File: src/sld_pkg.sv
// package of constants and types for the serial latched driver pair
// assumes a single 100 MHz system clock in every file that imports it
package sld_pkg;
    // ****************************************************************
    // widths and timing
    // ****************************************************************
    localparam int SLD_CHANNELS = 8;                      // driver channels
    localparam int SLD_CLK_MHZ = 100;                     // system clock rate
    localparam int SLD_SCLK_PULSE_NS = 150;               // least shift-clock high/low time
    localparam int SLD_STROBE_PULSE_NS = 100;             // least strobe high time
    localparam int SLD_CLK_TO_STROBE_NS = 300;            // least shift edge to strobe gap
    localparam int SLD_GLITCH_NS = 2000;                  // over-current glitch reject time
    localparam int SLD_SCLK_PULSE_CYC = (SLD_SCLK_PULSE_NS * SLD_CLK_MHZ + 999) / 1000;
    localparam int SLD_STROBE_PULSE_CYC = (SLD_STROBE_PULSE_NS * SLD_CLK_MHZ + 999) / 1000;
    localparam int SLD_CLK_TO_STROBE_CYC = (SLD_CLK_TO_STROBE_NS * SLD_CLK_MHZ + 999) / 1000;
    localparam int SLD_GLITCH_CYC = (SLD_GLITCH_NS * SLD_CLK_MHZ + 999) / 1000;
    localparam int SLD_CNT_W = 12;                        // width of timing counters

    // ****************************************************************
    // controller register map (APB, byte addresses)
    // ****************************************************************
    localparam logic [7:0] SLD_REG_CTRL = 8'h00;          // bit0 go, bit1 enable-off, bit2 reset pulse
    localparam logic [7:0] SLD_REG_DATA = 8'h04;          // pattern to send
    localparam logic [7:0] SLD_REG_STAT = 8'h08;          // bit0 busy
    localparam logic [7:0] SLD_REG_IRQ_STAT = 8'h0C;      // bit0 done, read only
    localparam logic [7:0] SLD_REG_IRQ_CLR = 8'h10;       // write one to clear
    localparam logic [7:0] SLD_REG_IRQ_EN = 8'h14;        // enable mask
    localparam int SLD_CTRL_GO = 0;
    localparam int SLD_CTRL_OEOFF = 1;
    localparam int SLD_CTRL_RST = 2;
    localparam logic [31:0] SLD_RST_VAL = 32'h0000_0000;  // reset value of every register

    // controller sequencer states
    typedef enum logic [2:0] {SLD_IDLE, SLD_SETUP, SLD_HIGH, SLD_GAP, SLD_STROBE,
        SLD_RSTP} sld_state_t;
endpackage

File: src/sld_link_if.sv
// interface carrying the serial driver pins between controller and device
// assumes both ends sample it on the same system clock
interface sld_link_if;
    logic serData;      // serial data to device
    logic shiftClk;     // shift clock from controller
    logic strobe;       // latch load strobe
    logic outEnN;       // output enable, low active; high pulse resets faults
    logic cascadeOut;   // last shift stage from device
    modport ctrl (output serData, output shiftClk, output strobe, output outEnN,
        input cascadeOut);
    modport dev (input serData, input shiftClk, input strobe, input outEnN,
        output cascadeOut);
endinterface

File: src/sld_ctrl.sv
// controller end: APB slave that shifts a pattern out and strobes it
// assumes the device resynchronises the pins on its own clock
module sld_ctrl #(
    parameter int CHANNELS = sld_pkg::SLD_CHANNELS
) (
    // clock and reset
    input wire logic clk,
    input wire logic sys_rst,
    // apb slave
    input wire logic psel,
    input wire logic penable,
    input wire logic pwrite,
    input wire logic [7:0] paddr,
    input wire logic [31:0] pwdata,
    output logic [31:0] prdata,
    output logic pready,
    output logic pslverr,
    // interrupt
    output logic irq,
    // link pins
    sld_link_if.ctrl link
);
    import sld_pkg::*;
    // ****************************************************************
    // state
    // ****************************************************************
    typedef struct packed {
        sld_state_t fsm;
        logic [SLD_CNT_W-1:0] tmr;     // phase timer
        logic [3:0] bitCnt;            // bits left
        logic [CHANNELS-1:0] data;     // pattern register
        logic [CHANNELS-1:0] shf;      // pattern being sent
        logic oeOff;                   // hold enable high
        logic done;                    // sticky done event
        logic irqEn;                   // done enable
        logic sclk, sdat, strb, oen;   // pin flops
        logic [31:0] rd;               // read data
        logic rdy;                     // access answer
        logic err;
        logic irqQ;
    } sld_ctl_t;
    sld_ctl_t st_q, st_d;
    logic acc;      // access phase, answered one cycle later
    logic evDone;

    always_comb begin
        st_d = st_q;
        acc = psel && penable && !st_q.rdy;
        evDone = 1'b0;
        st_d.rdy = acc;
        st_d.err = 1'b0;
        st_d.rd = '0;
        if (st_q.tmr != '0) begin
            st_d.tmr = st_q.tmr - SLD_CNT_W'(1);
        end
        // ************************************************************
        // link sequencer
        // ************************************************************
        unique case (st_q.fsm)
            SLD_IDLE: begin
                st_d.sclk = 1'b0;
                st_d.strb = 1'b0;
            end
            SLD_SETUP: if (st_q.tmr == '0) begin
                st_d.sclk = 1'b1;
                st_d.tmr = SLD_CNT_W'(SLD_SCLK_PULSE_CYC);
                st_d.fsm = SLD_HIGH;
            end
            SLD_HIGH: if (st_q.tmr == '0) begin
                st_d.sclk = 1'b0;
                st_d.shf = {st_q.shf[CHANNELS-2:0], 1'b0};
                st_d.bitCnt = st_q.bitCnt - 4'(1);
                if (st_q.bitCnt == 4'(1)) begin
                    st_d.tmr = SLD_CNT_W'(SLD_CLK_TO_STROBE_CYC);
                    st_d.fsm = SLD_GAP;
                end else begin
                    st_d.sdat = st_q.shf[CHANNELS-2];
                    st_d.tmr = SLD_CNT_W'(SLD_SCLK_PULSE_CYC);
                    st_d.fsm = SLD_SETUP;
                end
            end
            SLD_GAP: if (st_q.tmr == '0) begin
                st_d.strb = 1'b1;
                st_d.tmr = SLD_CNT_W'(SLD_STROBE_PULSE_CYC);
                st_d.fsm = SLD_STROBE;
            end
            SLD_STROBE: if (st_q.tmr == '0) begin
                st_d.strb = 1'b0;
                evDone = 1'b1;
                st_d.fsm = SLD_IDLE;
            end
            SLD_RSTP: if (st_q.tmr == '0) begin
                evDone = 1'b1;
                st_d.fsm = SLD_IDLE;
            end
        endcase
        // enable pin: pulse high to reset faults, else software level
        st_d.oen = st_q.oeOff || (st_d.fsm == SLD_RSTP);
        // ************************************************************
        // register access, taken in the access phase
        // ************************************************************
        if (acc && pwrite) begin
            unique case (paddr)
                SLD_REG_CTRL: begin
                    st_d.oeOff = pwdata[SLD_CTRL_OEOFF];
                    if (st_q.fsm == SLD_IDLE && pwdata[SLD_CTRL_GO]) begin
                        // zero pattern clears the outputs
                        st_d.shf = st_q.data;
                        st_d.sdat = st_q.data[CHANNELS-1];
                        st_d.bitCnt = 4'(CHANNELS);
                        st_d.tmr = SLD_CNT_W'(SLD_SCLK_PULSE_CYC);
                        st_d.fsm = SLD_SETUP;
                    end else if (st_q.fsm == SLD_IDLE && pwdata[SLD_CTRL_RST]) begin
                        st_d.tmr = SLD_CNT_W'(SLD_STROBE_PULSE_CYC);
                        st_d.fsm = SLD_RSTP;
                    end
                end
                SLD_REG_DATA: st_d.data = pwdata[CHANNELS-1:0];
                SLD_REG_IRQ_CLR: if (pwdata[0]) st_d.done = 1'b0;
                SLD_REG_IRQ_EN: st_d.irqEn = pwdata[0];
                SLD_REG_STAT, SLD_REG_IRQ_STAT: st_d.err = 1'b1;      // read only
                default: st_d.err = 1'b1;
            endcase
        end else if (acc) begin
            unique case (paddr)
                SLD_REG_CTRL: st_d.rd = {29'h0, 1'b0, st_q.oeOff, 1'b0};
                SLD_REG_DATA: st_d.rd = 32'(st_q.data);
                SLD_REG_STAT: st_d.rd = {31'h0, st_q.fsm != SLD_IDLE};
                SLD_REG_IRQ_STAT: st_d.rd = {31'h0, st_q.done};
                SLD_REG_IRQ_EN: st_d.rd = {31'h0, st_q.irqEn};
                SLD_REG_IRQ_CLR: st_d.rd = '0;
                default: st_d.err = 1'b1;
            endcase
        end
        // set wins over a clear in the same cycle
        if (evDone) begin
            st_d.done = 1'b1;
        end
        st_d.irqQ = st_d.done && st_d.irqEn;
    end

    // register
    always_ff @(posedge clk) begin
        if (sys_rst) begin
            st_q <= '0;
        end else begin
            st_q <= st_d;
        end
    end

    // outputs from flip-flops
    assign prdata = st_q.rd;
    assign pready = st_q.rdy;
    assign pslverr = st_q.err;
    assign irq = st_q.irqQ;
    assign link.serData = st_q.sdat;
    assign link.shiftClk = st_q.sclk;
    assign link.strobe = st_q.strb;
    assign link.outEnN = st_q.oen;
endmodule

File: src/flat_wrapper.sv
// flat-port wrapper written by rule: the top's interface ports become plain ports
module sld_ctrl_flat import sld_pkg::*;
#(
    parameter int CHANNELS = sld_pkg::SLD_CHANNELS
)
  (clk, sys_rst, psel, penable, pwrite, paddr, pwdata, prdata, pready, pslverr, irq, link_serData, link_shiftClk, link_strobe, link_outEnN, link_cascadeOut);
  sld_link_if link_i ();
  input wire logic clk;
  input wire logic sys_rst;
  input wire logic psel;
  input wire logic penable;
  input wire logic pwrite;
  input wire logic [7:0] paddr;
  input wire logic [31:0] pwdata;
  output logic [31:0] prdata;
  output logic pready;
  output logic pslverr;
  output logic irq;
  output wire logic [$bits(link_i.serData)-1:0] link_serData;
  output wire logic [$bits(link_i.shiftClk)-1:0] link_shiftClk;
  output wire logic [$bits(link_i.strobe)-1:0] link_strobe;
  output wire logic [$bits(link_i.outEnN)-1:0] link_outEnN;
  input wire logic [$bits(link_i.cascadeOut)-1:0] link_cascadeOut;
  assign link_serData = link_i.serData;
  assign link_shiftClk = link_i.shiftClk;
  assign link_strobe = link_i.strobe;
  assign link_outEnN = link_i.outEnN;
  assign link_i.cascadeOut = link_cascadeOut;
  sld_ctrl #(.CHANNELS(CHANNELS)) u_core (.clk(clk), .sys_rst(sys_rst), .psel(psel), .penable(penable), .pwrite(pwrite), .paddr(paddr), .pwdata(pwdata), .prdata(prdata), .pready(pready), .pslverr(pslverr), .irq(irq), .link(link_i));
endmodule
File: config.mk
export PLATFORM = sky130hd
export DESIGN_NAME = sld_ctrl_flat
export DESIGN_NICKNAME = d
export VERILOG_FILES = /design/src/sld_pkg.sv /design/src/sld_link_if.sv /design/src/sld_ctrl.sv /design/src/flat_wrapper.sv
export SDC_FILE = /design/constraint.sdc
export NUM_CORES = 1
export LEC_CHECK = 0
export ABC_AREA = 0
export BUFFER_PORTS_ARGS = -buffer_cell sky130_fd_sc_hd__buf_2
export CAP_MARGIN = 5
export CORE_AREA = 2 2 74 76
export DETAILED_ROUTE_END_ITERATION = 16
export DIE_AREA = 0 0 76 78
export HOLD_SLACK_MARGIN = 0.06
export PLACE_DENSITY = 0.83
export REMOVE_ABC_BUFFERS = 1
export SLEW_MARGIN = 20
export SYNTH_ARGS = -nofsm -noshare
export SYNTH_HDL_FRONTEND = slang
export SYNTH_SLANG_ARGS = --single-unit
File: constraint.sdc
create_clock -name clk -period 3.6 [get_ports clk]
set_clock_uncertainty 0.2 [all_clocks]
set_input_delay 0.18 -clock clk [delete_from_list [all_inputs] [get_ports clk]]
set_output_delay 0.18 -clock clk [all_outputs]
set_load 0.03 [all_outputs]
==> flow_summary.ini <==
[placed_design]
io_buffers = 35
placedCellCount = 386
gp_congestion = 0.7820
dpl.hpwl_mm = 3.439
pre_cts_slack_ps = 1005
placed_cell_area_mm2 = 0.002760

[final_layout]
seq_area_mm2 = 0.001041
multi_input_gate_area_in_the_final_layout_mm2 = 0.001419
final_net_count = 391
stdcell_area_mm2 = 0.003014
antenna_cells = 0
syn_to_final_growth_pct = 10.76
postLayoutCoreUtil_pct = 59.78
nFillCells = 419
post_layout_nonfiller_instances = 410
post_route_cells_drive_above_1_share_pct = 17.65

[pwr]
pwr-share-comb_pct = 33.9
switchingPower_mw = 0.5760
share_clk_of_total_power_pct = 22.2
cell_internal_pwr_mw = 1.003
power_mw = 1.579
leakage_nw = 1.298
seqPwrFrac_pct = 44.0
sw_frac_of_total_pct = 36.48
vdd_drop_max_v = 0.0003702
cellPowerDensity_mw_per_mm2 = 523.8

[synth]
synth_ff_type = dfxtp_1
ys.warnings.count = 0
syn-cell-area_mm2 = 0.002721
synthArstFlopShare_pct = 0
synth_top_area_share_pct = 38.25
post_syn_instances = 304
synthesis.area_per_instance_um2 = 8.952
postSynthRegisterBits = 52
synthDominantAreaCellType = dfxtp_1
netlist-cell-type-count = 48
netlist_top_cells_area = dfxtp_1 38%, buf_4 9.7%, mux2i_1 7.7%
synth_seq_area_share_pct = 38.25
number_of_enable_type_register_cells_in_the_synthesized_netlist = 0

[clock_tree]
root_buffer = clkbuf_8
post_cts_buffers = 0
cts-buffers-inserted = 5
clock_sinks = 52
clkSlewWorstSetupHoldPaths_ps = 100
clock_tree.htree_level_count = 2
tritoncts = done
clock_path_buffers = 2
clk_latency_ps = 310

[timing]
period_needed_ps = 2664
report.final.slew_viol_count = 0
post-route-worst-setup-slack_ps = 935.5
grt_setup_unrepaired = no
timing.fmax_mhz = 375.3
finalHoldWorstSlack_ps = 82.70
hold_viol_final = 0
maxSlewHeadroom_pct = 58.33
fin_setup_tns_ps = 0
timing.final.crit_share_pct = 74.01
tightestPinTransition_ps = 625.1
finalSetupViolCount = 0

[worst_hold_path]
worst_hold_path_type = primary input to flip-flop

[floorplan]
start_util_pct = 53.97
row_count = 26
floorplan.die_area_mm2 = 0.005928
die_y_um = 78
die-width_um = 76
pin_count = 85
core_region_area_mm2 = 0.005042

[critical_path]
critical_path.top_delay_family = simple AND/OR/NAND/NOR gates
criticalPathCategory = flip-flop to flip-flop
worstRegToRegCells = 8
crit_slowest_cell = nor4_1
critical_path.endpoint = u_core.st_q[62]
slowest_delay_ps = 500
regToRegSetupSlack_ps = 940
r2r-end = u_core.st_q[62]
worst-path-stages = 8
worstSetupStartpointType = flip-flop
worstReg2RegStart = u_core.st_q[64]
cp_max_fo = 20
timing.critical_path.buf_inv = 1
worstPathCellList = nor4_1 -> nand4bb_1 -> buf_4 -> ha_1 -> a21oi_1 -> o32ai_1 -> o31ai_1 -> a21oi_1
cell_type_with_the_highest_occurrence_count_on_the_critical_path = a21oi_1
timing.critical_path.from = u_core.st_q[64]
cp_data_required_time_ps = 3570
worst_setup_path_end_kind = flip-flop
critical_path_arrival_ps = 2630

[grt]
grt_antenna_before_repair = 0
congestion_overflow_gr = 0
grt_pass1_wl_mm = 8.866
grt_pass1_vias = 2049
grtUsageTotal_pct = 18.12
maximum_number_of_pins_on_one_net_before_global_route_repair = 33

[drt]
drt-vias-per-instance = 5.151
avgRoutedWirePerCell_um = 12.67
routed-via-count = 2112
drt_first_iter_violations = 59
drcViolationCount = 0
drt-total-wl_mm = 5.193
ant_nets = 0
detailedRoute.firstPassIterationCount = 4

[run]
drv_cap = 0

[status]
run_status = complete, no violations
## power groups by stage
stage | Combinational (mW) | Clock [mW] | Sequential, mW
finish | 0.534 | 0.350 | 0.694
global route | 0.613 | 0.375 | 0.703
CTS | 0.535 | 0.357 | 0.693
detailed placement | 0.517 | 0 | 0.706
global placement | 0.497 | 0 | 0.703
floorplan | 0.416 | 0 | 0.693
## worst min path at each step
stage / start / slack [ps] / depth (start not counted) / end
2_1_floorplan: sys_rst / 40 / 1 / u_core.st_q[43]
3_3_place_gp: pwdata[3] / 210 / 3 / u_core.st_q[53]
3_5_place_dp: pwdata[5] / 220 / 3 / u_core.st_q[55]
4_1_cts: paddr[2] / 70 / 3 / u_core.prdata[0]
5_1_grt: paddr[2] / 100 / 3 / u_core.prdata[1]
6_report: paddr[2] / 80 / 3 / u_core.prdata[0]
## area by class of cell
type	count	share of cell area (%)
clock buffer	5	2.283
clock inverter	3	0.8302
inverter	8	0.9963
multi-input combinational	220	47.07
sequential	52	34.54
tap	70	2.906
timing repair buffer	52	11.37
## what timing repair did
action | in CTS | in global routing
gates resized for setup | 0 | 0
hold buffers | 16 | 0
hold endpoints to repair | 14 | 0
## per-layer routing
layer  part of all wire, %  vias to the layer above  wire, um  GRT usage, %
met5                     0                        -         0             0
met4                   1.7                        0        88         6.727
met3                   3.5                        9       183         3.372
met2                    53                       44      2737         34.29
met1                    42                      992      2183         20.17
li1                      -                     1067         -             -
## worst reg2reg max path, delay by kind of cell, from the launching register on
kind / cells / cell delay, ps
AOI/OAI and AO/OA: 4 / 590
DFF: 1 / 380
buffers and inverters: 1 / 310
adders and majority gates: 1 / 220
and+or+nand+nor: 2 / 830
## flip-flops by register name, summed over array words and instances (netlist names)
name	cells
u_core.pslverr	1
u_core.link.outEnN	1
u_core.link.strobe	1
u_core.link.serData	1
u_core.pready	1
u_core.prdata	8
u_core.link.shiftClk	1
u_core.irq	1
u_core.st_q	37
## cell families after synthesis
kind of cell             count (synthesis)  share of synthesized area (%)
AO/OA/AOI/OAI                           45                          11.63
XOR/XNOR                                 7                          2.253
adder cells (fa/ha/maj)                  6                          2.759
buffers and inverters                   55                          12.78
flip-flops                              52                          38.25
multiplexers                            22                          8.138
other                                    1                         0.1378
AND/OR/NAND/NOR                        116                          24.05
## synth_stat cells, types with 2 or more instances
library cell  instances
mux2i_1              21
nor3_1                9
or3_1                 5
a211oi_1              6
a21oi_1              17
nand3_1               3
nor3_2                2
nor2_1               43
dfxtp_1              52
buf_2                 2
and3_1                2
nand4b_1              2
clkbuf_1              8
and2_1                7
nor4_4                2
ha_1                  6
nand2b_1              4
buf_4                35
nor4_1                4
o21ai_0               3
nand3b_1              5
nor3b_1               4
o22ai_1               2
xnor2_1               6
nand2_1              16
a211oi_2              6
inv_1                 8
o31ai_1               3
or2_2                 2
## layout by cell type (no fill, tap or decap), types with 6 or more instances in the layout
cell and count:
a211oi_1 6, a211oi_2 6, a21oi_1 17, and2_1 7, buf_2 35, conb_1 24, dfxtp_1 52, dlygate4sd3_1 16
ha_1 6, inv_1 8, mux2i_1 21, nand2_1 16, nor2_1 43, nor3_1 9, xnor2_1 6
Note: power is estimated with default switching activity, not from simulation.
